[src/hw/uefc_pkg.sv]
`default_nettype none
package uefc_pkg;
  // ----------------------------------------
  // Register offsets
  // ----------------------------------------
  localparam logic [3:0] OFS_IER  = 4'h1;
  localparam logic [3:0] OFS_EFR  = 4'h2;  // Also fifo_control write / interrupt_ident read
  localparam logic [3:0] OFS_LCR  = 4'h3;
  localparam logic [3:0] OFS_MCR  = 4'h4;  // Shared with resume_char_one when unlocked
  localparam logic [3:0] OFS_RES1 = 4'h4;
  localparam logic [3:0] OFS_RES2 = 4'h5;
  localparam logic [3:0] OFS_PAU1 = 4'h6;
  localparam logic [3:0] OFS_PAU2 = 4'h7;
  localparam logic [3:0] OFS_TCR  = 4'h6;
  localparam logic [3:0] OFS_TLP  = 4'h7;
  localparam logic [3:0] OFS_SFR  = 4'h8;
  // ----------------------------------------
  // Reset values and keys
  // ----------------------------------------
  localparam logic [7:0] LCR_UNLOCK = 8'hbf;
  localparam logic [7:0] LCR_RST    = 8'h1d;
  localparam logic [7:0] REG_RST    = 8'h00;
  // ----------------------------------------
  // Field positions and masks
  // ----------------------------------------
  localparam int EFR_AUTO_CTS = 7;
  localparam int EFR_AUTO_RTS = 6;
  localparam int EFR_SPEC_DET = 5;
  localparam int EFR_ENH      = 4;
  localparam int SFR_LOCK     = 2;
  localparam int IIR_SPECIAL  = 4;
  localparam int IIR_PAUSE    = 5;
  localparam int MCR_RTS      = 1;
  localparam int IER_SLEEP    = 4;
  localparam logic [7:0] IER_ENH_MASK = 8'hf0;
  localparam logic [7:0] FCR_ENH_MASK = 8'h30;
  localparam logic [7:0] MCR_ENH_MASK = 8'he0;
  // Flow control select halves
  localparam logic [1:0] FC_NONE = 2'h0;
  localparam logic [1:0] FC_ONE  = 2'h2;
  localparam logic [1:0] FC_TWO  = 2'h1;
  localparam logic [1:0] FC_BOTH = 2'h3;
  // Character slots (hit vector order)
  localparam int CH_RES1 = 0;
  localparam int CH_RES2 = 1;
  localparam int CH_PAU1 = 2;
  localparam int CH_PAU2 = 3;
  localparam int CH_NUM  = 4;
  // Transmit flow character sender
  typedef enum logic [1:0] {
    TX_IDLE   = 2'h0,
    TX_FIRST  = 2'h1,
    TX_SECOND = 2'h3
  } uefc_txst_t;
endpackage
`default_nettype wire

[src/hw/uefc_match_if.sv]
`default_nettype none
// Character compare bundle between the core and the matcher
interface uefc_match_if #(parameter int W = 8);
  logic [W-1:0] rx_data;
  logic [W-1:0] chars [uefc_pkg::CH_NUM];
  logic [uefc_pkg::CH_NUM-1:0] hits;
  modport cmp (input rx_data, input chars, output hits);
  modport use_side (output rx_data, output chars, input hits);
endinterface
`default_nettype wire

[src/hw/uefc_match.sv]
`default_nettype none
// ----------------------------------------
// Flow character matcher
// ----------------------------------------
module uefc_match #(parameter int W = 8) (
  uefc_match_if.cmp m
);
  // One comparator per programmed character
  for (genvar i = 0; i < uefc_pkg::CH_NUM; i++) begin : g_cmp
    assign m.hits[i] = (m.rx_data == m.chars[i]);
  end
endmodule
`default_nettype wire

[src/hw/uefc_top.sv]
`default_nettype none
module uefc_top #(parameter int W = 8) (
  // Clock and reset
  input  wire logic         clk,
  input  wire logic         nrst,
  // Host register port
  input  wire logic [3:0]   reg_addr,
  input  wire logic         reg_wr,
  input  wire logic         reg_rd,
  input  wire logic [7:0]   reg_wdata,
  output logic      [7:0]   reg_rdata,
  // Received characters from the receiver
  input  wire logic         rx_valid,
  input  wire logic [W-1:0] rx_data,
  output logic              fifo_wr,
  output logic      [W-1:0] fifo_data,
  input  wire logic         rx_level_high,
  // Flow characters toward the transmitter
  output logic              fc_valid,
  output logic      [W-1:0] fc_data,
  input  wire logic         fc_ready,
  // Modem pins and status
  input  wire logic         cts_n,
  output logic              rts_n,
  output logic              cts_stop,
  output logic              tx_hold,
  output logic              special_flag,
  output logic              pause_flag,
  output logic              sleep_ok
);
  // ----------------------------------------
  // State
  // ----------------------------------------
  logic [7:0] line_control, supplementary_feature, enhanced_feature_control, interrupt_enable_reg, fifo_control, modem_control, transmission_control, trigger_level_reg;
  logic [7:0] next_lcr, next_sfr, next_efr, next_ier, next_fcr, next_mcr, next_tcr, next_tlp;
  logic [W-1:0] chars [uefc_pkg::CH_NUM];
  logic [W-1:0] next_chars [uefc_pkg::CH_NUM];
  logic [7:0] next_reg_rdata;
  logic       next_special_flag, next_pause_flag, next_tx_hold;
  logic       pend_res, pend_pau, next_pend_res, next_pend_pau;
  logic       next_fifo_wr;
  logic [W-1:0] next_fifo_data;
  logic       cts_meta, cts_sync;
  logic       next_rts_n, next_cts_stop, next_sleep_ok;
  uefc_pkg::uefc_txst_t tx_st, next_tx_st;
  logic       sent_pause, next_sent_pause, kind, next_kind;
  logic       next_fc_valid;
  logic [W-1:0] next_fc_data;

  // Decoded controls
  logic       unlocked, efr_access, enh, spec_det;
  logic [1:0] tx_sel, rx_sel;
  logic [3:0] hit;
  logic       res_act, pau_act, pair_rx, either_rx;

  uefc_match_if #(.W(W)) mif ();
  uefc_match #(.W(W)) u_match (.m(mif));
  assign mif.rx_data = rx_data;
  assign mif.chars   = chars;
  assign hit         = mif.hits;

  assign unlocked   = (line_control == uefc_pkg::LCR_UNLOCK);
  assign efr_access = unlocked && !supplementary_feature[uefc_pkg::SFR_LOCK];
  assign enh      = enhanced_feature_control[uefc_pkg::EFR_ENH];
  assign spec_det = enhanced_feature_control[uefc_pkg::EFR_SPEC_DET];
  assign tx_sel   = enhanced_feature_control[3:2];
  assign rx_sel   = enhanced_feature_control[1:0];
  // either-character receive when one transmit pair is chosen
  assign either_rx = (rx_sel == uefc_pkg::FC_BOTH) &&
                     (tx_sel == uefc_pkg::FC_ONE || tx_sel == uefc_pkg::FC_TWO);
  // sequence receive with both pairs or no transmit flow
  assign pair_rx   = (rx_sel == uefc_pkg::FC_BOTH) && !either_rx;

  // ----------------------------------------
  // Receive comparison
  // ----------------------------------------
  // receive compare by lower select bits
  always_comb begin
    res_act = 1'b0;
    pau_act = 1'b0;
    next_pend_res = pend_res;
    next_pend_pau = pend_pau;
    if (rx_valid) begin
      case (rx_sel)
        uefc_pkg::FC_ONE: begin
          res_act = hit[uefc_pkg::CH_RES1];
          pau_act = hit[uefc_pkg::CH_PAU1];
        end
        uefc_pkg::FC_TWO: begin
          res_act = hit[uefc_pkg::CH_RES2];
          pau_act = hit[uefc_pkg::CH_PAU2];
        end
        uefc_pkg::FC_BOTH: begin
          if (either_rx) begin
            // either resume or either pause acts
            res_act = hit[uefc_pkg::CH_RES1] | hit[uefc_pkg::CH_RES2];
            pau_act = hit[uefc_pkg::CH_PAU1] | hit[uefc_pkg::CH_PAU2];
          end else begin
            // only the full pair acts; the first char is still stored
            res_act = pend_res && hit[uefc_pkg::CH_RES2];
            pau_act = pend_pau && hit[uefc_pkg::CH_PAU2];
            next_pend_res = hit[uefc_pkg::CH_RES1];
            next_pend_pau = hit[uefc_pkg::CH_PAU1];
          end
        end
        default: begin
          res_act = 1'b0;
          pau_act = 1'b0;
        end
      endcase
    end
    if (!pair_rx) begin
      next_pend_res = 1'b0;
      next_pend_pau = 1'b0;
    end
  end

  // Push, hold and flag updates; a set in the clearing cycle wins
  always_comb begin
    // consumed flow characters stay out of the FIFO
    next_fifo_wr   = rx_valid && !res_act && !pau_act;
    next_fifo_data = rx_data;
    next_tx_hold = pau_act ? 1'b1 : (res_act ? 1'b0 : tx_hold);
    if (rx_sel == uefc_pkg::FC_NONE) next_tx_hold = 1'b0;
    next_special_flag = special_flag;
    next_pause_flag   = pause_flag;
    if (reg_rd && reg_addr == uefc_pkg::OFS_EFR && !efr_access) begin
      next_special_flag = 1'b0;
      next_pause_flag   = 1'b0;
    end
    // special detect on second pause character
    if (spec_det && rx_valid && hit[uefc_pkg::CH_PAU2]) next_special_flag = 1'b1;
    if (pau_act) next_pause_flag = 1'b1;
  end

  // ----------------------------------------
  // Register writes and reads
  // ----------------------------------------
  always_comb begin
    next_lcr = line_control;
    next_sfr = supplementary_feature;
    next_efr = enhanced_feature_control;
    next_ier = interrupt_enable_reg;
    next_fcr = fifo_control;
    next_mcr = modem_control;
    next_tcr = transmission_control;
    next_tlp = trigger_level_reg;
    next_chars = chars;
    if (reg_wr) begin
      case (reg_addr)
        uefc_pkg::OFS_LCR: next_lcr = reg_wdata;
        uefc_pkg::OFS_SFR: next_sfr = reg_wdata;
        // enhanced bits only change while enhance is set
        uefc_pkg::OFS_IER: next_ier = enh ? reg_wdata :
                                      ((reg_wdata & ~uefc_pkg::IER_ENH_MASK) | (interrupt_enable_reg & uefc_pkg::IER_ENH_MASK));
        uefc_pkg::OFS_EFR: begin
          // access only under the unlock key
          if (efr_access) next_efr = reg_wdata;
          else next_fcr = enh ? reg_wdata :
                          ((reg_wdata & ~uefc_pkg::FCR_ENH_MASK) | (fifo_control & uefc_pkg::FCR_ENH_MASK));
        end
        uefc_pkg::OFS_RES1, uefc_pkg::OFS_RES2, uefc_pkg::OFS_PAU1, uefc_pkg::OFS_PAU2: begin
          if (unlocked) next_chars[reg_addr[1:0]] = reg_wdata[W-1:0];
          else if (reg_addr == uefc_pkg::OFS_MCR)
            next_mcr = enh ? reg_wdata :
                       ((reg_wdata & ~uefc_pkg::MCR_ENH_MASK) | (modem_control & uefc_pkg::MCR_ENH_MASK));
          else if (reg_addr == uefc_pkg::OFS_TCR && enh) next_tcr = reg_wdata;
          else if (reg_addr == uefc_pkg::OFS_TLP && enh) next_tlp = reg_wdata;
        end
        default: next_lcr = line_control;
      endcase
    end
  end

  // Read data is registered one cycle after the strobe
  always_comb begin
    next_reg_rdata = reg_rdata;
    if (reg_rd) begin
      case (reg_addr)
        uefc_pkg::OFS_LCR: next_reg_rdata = line_control;
        uefc_pkg::OFS_SFR: next_reg_rdata = supplementary_feature;
        uefc_pkg::OFS_IER: next_reg_rdata = interrupt_enable_reg;
        uefc_pkg::OFS_EFR: begin
          next_reg_rdata = uefc_pkg::REG_RST;
          if (efr_access) next_reg_rdata = enhanced_feature_control;
          else begin
            next_reg_rdata[uefc_pkg::IIR_SPECIAL] = special_flag;
            next_reg_rdata[uefc_pkg::IIR_PAUSE]   = pause_flag;
            next_reg_rdata[0] = !(special_flag || pause_flag);
          end
        end
        uefc_pkg::OFS_RES1, uefc_pkg::OFS_RES2, uefc_pkg::OFS_PAU1, uefc_pkg::OFS_PAU2: begin
          if (unlocked) next_reg_rdata = 8'(chars[reg_addr[1:0]]);
          else if (reg_addr == uefc_pkg::OFS_MCR) next_reg_rdata = modem_control;
          else if (reg_addr == uefc_pkg::OFS_TCR) next_reg_rdata = transmission_control;
          else if (reg_addr == uefc_pkg::OFS_TLP) next_reg_rdata = trigger_level_reg;
          else next_reg_rdata = uefc_pkg::REG_RST;
        end
        default: next_reg_rdata = uefc_pkg::REG_RST;  // Unmapped reads as zero
      endcase
    end
  end

  // ----------------------------------------
  // Hardware flow control and sleep
  // ----------------------------------------
  always_comb begin
    next_cts_stop = enhanced_feature_control[uefc_pkg::EFR_AUTO_CTS] && cts_sync;
    // automatic request-to-send from FIFO level, else modem_control
    next_rts_n = enhanced_feature_control[uefc_pkg::EFR_AUTO_RTS] ? rx_level_high : !modem_control[uefc_pkg::MCR_RTS];
    // sleep only permitted with enhance set
    next_sleep_ok = enh && interrupt_enable_reg[uefc_pkg::IER_SLEEP];
  end

  // ----------------------------------------
  // Transmit flow character sender
  // ----------------------------------------
  // Resends whenever the sent state lags the FIFO level, so a level that
  // bounces while a character is in flight still settles correctly.
  always_comb begin
    next_tx_st      = tx_st;
    next_kind       = kind;
    next_sent_pause = sent_pause;
    next_fc_valid   = fc_valid;
    next_fc_data    = fc_data;
    case (tx_st)
      uefc_pkg::TX_IDLE: begin
        // upper select bits choose the characters sent
        if (tx_sel != uefc_pkg::FC_NONE && rx_level_high != sent_pause) begin
          next_kind     = rx_level_high;
          next_fc_valid = 1'b1;
          next_tx_st    = uefc_pkg::TX_FIRST;
          if (tx_sel == uefc_pkg::FC_TWO)
            next_fc_data = rx_level_high ? chars[uefc_pkg::CH_PAU2] : chars[uefc_pkg::CH_RES2];
          else
            next_fc_data = rx_level_high ? chars[uefc_pkg::CH_PAU1] : chars[uefc_pkg::CH_RES1];
        end
      end
      uefc_pkg::TX_FIRST: begin
        if (fc_ready) begin
          // both pairs go out as two-character sequences
          if (tx_sel == uefc_pkg::FC_BOTH) begin
            next_fc_data = kind ? chars[uefc_pkg::CH_PAU2] : chars[uefc_pkg::CH_RES2];
            next_tx_st   = uefc_pkg::TX_SECOND;
          end else begin
            next_fc_valid   = 1'b0;
            next_sent_pause = kind;
            next_tx_st      = uefc_pkg::TX_IDLE;
          end
        end
      end
      uefc_pkg::TX_SECOND: begin
        if (fc_ready) begin
          next_fc_valid   = 1'b0;
          next_sent_pause = kind;
          next_tx_st      = uefc_pkg::TX_IDLE;
        end
      end
      default: begin
        next_fc_valid = 1'b0;
        next_tx_st    = uefc_pkg::TX_IDLE;
      end
    endcase
  end

  // ----------------------------------------
  // Registers
  // ----------------------------------------
  always_ff @(posedge clk or negedge nrst) begin
    if (!nrst) begin
      line_control <= uefc_pkg::LCR_RST;
      {supplementary_feature, enhanced_feature_control, interrupt_enable_reg, fifo_control, modem_control, transmission_control, trigger_level_reg, reg_rdata} <= {8{uefc_pkg::REG_RST}};
      for (int i = 0; i < uefc_pkg::CH_NUM; i++) chars[i] <= '0;
      {special_flag, pause_flag, tx_hold, pend_res, pend_pau} <= '0;
      {fifo_wr, cts_meta, cts_sync, cts_stop, sleep_ok, fc_valid, sent_pause, kind} <= '0;
      rts_n     <= 1'b1;
      fifo_data <= '0;
      fc_data   <= '0;
      tx_st     <= uefc_pkg::TX_IDLE;
    end else begin
      {line_control, supplementary_feature, enhanced_feature_control, interrupt_enable_reg} <= {next_lcr, next_sfr, next_efr, next_ier};
      {fifo_control, modem_control, transmission_control, trigger_level_reg} <= {next_fcr, next_mcr, next_tcr, next_tlp};
      chars        <= next_chars;
      reg_rdata    <= next_reg_rdata;
      special_flag <= next_special_flag;
      pause_flag   <= next_pause_flag;
      tx_hold      <= next_tx_hold;
      pend_res     <= next_pend_res;
      pend_pau     <= next_pend_pau;
      fifo_wr      <= next_fifo_wr;
      fifo_data    <= next_fifo_data;
      cts_meta     <= cts_n;     // Pin synchroniser, first stage
      cts_sync     <= cts_meta;
      cts_stop     <= next_cts_stop;
      rts_n        <= next_rts_n;
      sleep_ok     <= next_sleep_ok;
      tx_st        <= next_tx_st;
      kind         <= next_kind;
      sent_pause   <= next_sent_pause;
      fc_valid     <= next_fc_valid;
      fc_data      <= next_fc_data;
    end
  end
endmodule
`default_nettype wire

[config.mk]
export PLATFORM = sky130hd
export DESIGN_NAME = uefc_top
export DESIGN_NICKNAME = d
export VERILOG_FILES = /design/src/hw/uefc_pkg.sv /design/src/hw/uefc_match_if.sv /design/src/hw/uefc_match.sv /design/src/hw/uefc_top.sv
export SDC_FILE = /design/constraint.sdc
export NUM_CORES = 1
export LEC_CHECK = 0
export BUFFER_PORTS_ARGS = -buffer_cell sky130_fd_sc_hd__clkbuf_2
export CORE_MARGIN = 2
export CORE_UTILIZATION = 50
export CTS_BUF_LIST = sky130_fd_sc_hd__clkbuf_4
export CTS_CLUSTER_DIAMETER = 150
export DETAILED_ROUTE_END_ITERATION = 6
export PLACE_DENSITY = 0.68
export SYNTH_ARGS = -nofsm -noshare
export SYNTH_HDL_FRONTEND = slang
export SYNTH_SLANG_ARGS = --single-unit
[constraint.sdc]
create_clock -name clk -period 2.6 [get_ports clk]
set_input_delay 0.39 -clock clk [delete_from_list [all_inputs] [get_ports clk]]
set_output_delay 0.39 -clock clk [all_outputs]
set_load 0.01 [all_outputs]
==> flow_metrics.py <==
metrics = {
    "run_status": {
        "status": "complete, no violations",
    },
    "detailed_routing": {
        "drc": 0,
        "wl_mm": 15.8,
        "dr.pass1.iters": 5,
        "wl_per_cell_um": 20.8,
        "routed-via-count": 4455,
        "antenna_left": 0,
        "via_per_inst": 5.85,
        "dr.first_iter.drc_count": 424,
    },
    "setup_path": {
        "worstSetupStartpointType": "register",
        "r2r_slack_ns": 0.47,
        "r2r-start": "line_control[0]",
        "reg2regPathDepth": 4,
        "critPathMaxFanout": 12,
        "r2r-end": "chars[17]",
        "worst-endpoint-arrival_ns": 2.55,
        "path_class": "register to register",
        "required_ns": 3.03,
        "end_kind": "register",
    },
    "clock_network": {
        "clock-sinks": 128,
        "path_clk_slew_ns": 0.11,
        "tritoncts": "yes",
        "clockBufferDepth": 2,
        "cts_root_buf": "clkbuf_4",
        "clock_latency_ns": 0.54,
        "cts_made_buffers": 17,
        "htreeDepth": 4,
    },
    "cells_and_area": {
        "final_cell_area_mm2": 0.00732,
        "top_register": "chars",
        "largest_reg_flops": 32,
        "area_growth_pct": 11.7,
        "nNetsFinal": 607,
        "diodes": 0,
        "layout-drive-gt1-share_pct": 40.9,
    },
    "logic_synthesis": {
        "syn_area_mm2": 0.00655,
        "synth_top_cell_by_area": "dfrtp_1",
        "synth_area_leaders": "dfrtp_1 (47%), mux2_2 (16%), mux4_2 (5.5%)",
        "ys.flop_type": "dfrtp_1",
        "seq_area_frac_synth_pct": 49.0,
        "synth_edf_count": 0,
        "yosysWarnings": 0,
        "synth.avg_cell_area_um2": 12.7,
        "syn_inst": 517,
        "synthDominantCellAreaShare_pct": 47.0,
        "synth_cell_types": 57,
        "ys_seq_elements": 128,
        "synth-async-reset-ratio_pct": 100,
        "synthesis.nets": 548,
        "synthMostInstantiatedCell": "dfrtp_1",
        "synth_commonest_cells": "dfrtp_1 (123), mux2_2 (91), nand2_1 (38), xnor2_1 (22)",
    },
    "timing": {
        "skew_ns": 0.0168,
        "relSlewSlack_pct": 64.2,
        "finalSetupViolCount": 0,
        "finalMaxSlewViolations": 0,
        "max_freq_ghz": 0.470,
        "worst_slew_pin_slew_ns": 0.534,
        "rsz0062_at_grt": "no",
        "finalHoldViolations": 0,
        "fin_crit_sh_pct": 81.8,
        "fin_tns_setup_ns": 0,
        "setup_ws_ns": 0.474,
        "post-route-min-period_ns": 2.13,
    },
    "floorplanning": {
        "die_y_um": 118,
        "core_area_mm2": 0.0127,
        "die_w_um": 118,
        "boundaryPins": 60,
        "dieArea_mm2": 0.0140,
        "start_util_pct": 51.5,
        "rows": 41,
    },
    "power_and_ir_drop": {
        "power_density_mw_per_mm2": 564,
        "ir_worst_vdd_mv": 0.221,
        "p_leak_nw": 3.38,
    },
    "hold_path": {
        "whs_path_depth": 1,
        "holdCritStartpoint": "rx_data[2]",
        "min_path_type": "primary input to register",
        "hold_path_end": "fifo_data[2]",
    },
    "grt": {
        "grt_pass1_wl_mm": 25.6,
        "grt_max_degree": 53,
        "grt_pass1_vias": 4546,
        "grt_overflow": 0,
        "grt_usage_pct": 24.2,
        "antenna_found_initial": 0,
    },
    "place": {
        "place_congestion": 0.911,
        "place_area_mm2": 0.00703,
        "hpwl_mm": 11.5,
        "dp_worst_setup_slack_ns": 0.336,
        "io_buffers": 59,
    },
    "run": {
        "cap_violations": 0,
    },
}
-- power by group --
group          internal, mW  total [mW]  switching (mW)
logic                 0.254       0.524           0.270
registers              2.17        2.31           0.138
clock network         0.620        1.30           0.678
-- critical path, cell delays in order (launching register included) --
cell	delay (ns)
dfstp_2	0.57
nand4b_2	0.13
or2_1	0.43
nor2_2	0.49
mux2_2	0.39
-- what timing repair did --
action | CTS | global route
endpoints found under the hold margin | 40 | 0
buffers inserted | 0 | 0
hold buffers | 2 | 0
resized for setup | 0 | 0
-- area by class of cell --
| type | count | area (µm²) |
|---|---|---|
| multi-input combinational | 347 | 3160 |
| sequential | 128 | 3210 |
| clock buffer | 23 | 173 |
| timing repair buffer | 73 | 433 |
| clock inverter | 9 | 93.8 |
| fill | 1120 | 5410 |
| inverter | 9 | 33.8 |
| tap | 172 | 215 |
-- through the flow --
step,hold WS (ns),util [%],power [mW],std cells
final,0.0551,57.5,4.13,761
after global routing,0.0262,57.5,4.34,761
after CTS,0.00967,57.5,4.18,761
after detailed placement,0.336,55.3,2.87,727
after global placement,0.333,55.3,2.85,727
after floorplan,0.0944,-,2.64,517
-- placed cells by master (no fill, tap or decap), types with 8 or more instances in the layout --
master,count
nor2_1,17
mux2_4,8
a22oi_1,8
buf_4,11
inv_1,9
dfrtp_1,123
nand2b_1,13
a221oi_1,10
mux2_2,91
clkbuf_2,58
o21ai_0,17
clkbuf_4,23
mux4_2,16
nor3_1,8
nand2_1,38
xor2_1,11
xnor2_1,22
mux2i_1,11
-- how the worst max path moves through the flow --
stage	endpoint	slack, ns	start	cells past startpoint
4_1_cts	chars[17]	0.47	line_control[4]	4
5_1_grt	fc_data[6]	0.36	enhanced_feature_control[3]	6
3_3_place_gp	reg_rdata[3]	0.35	reg_addr[0]	6
6_report	chars[17]	0.47	line_control[0]	4
3_5_place_dp	reg_rdata[2]	0.34	reg_addr[0]	6
2_1_floorplan	transmission_control[0]	0.71	line_control[4]	5
-- metal layers --
metal | vias to the layer above | global-route usage, % | part of all wire [%]
met5 | - | 0 | 0
met4 | 0 | 10.1 | 3.6
met3 | 42 | 5.41 | 5.1
met2 | 140 | 38.9 | 49
met1 | 2260 | 31.7 | 43
li1 | 2013 | - | -
-- cells by family (layout without fill, tap and decap cells) --
group	count (synthesis)	in the layout	share of synthesized area [%]
XOR/XNOR	33	33	4.41
adder cells (fa/ha/maj)	3	3	0.573
AND/OR/NAND/NOR	123	123	11.8
multiplexers	126	126	24.7
AO/OA/AOI/OAI	62	62	6.70
flip-flops	128	128	49.0
buffers and inverters	42	114	2.88
No activity file was read; power rests on OpenSTA's default activity.
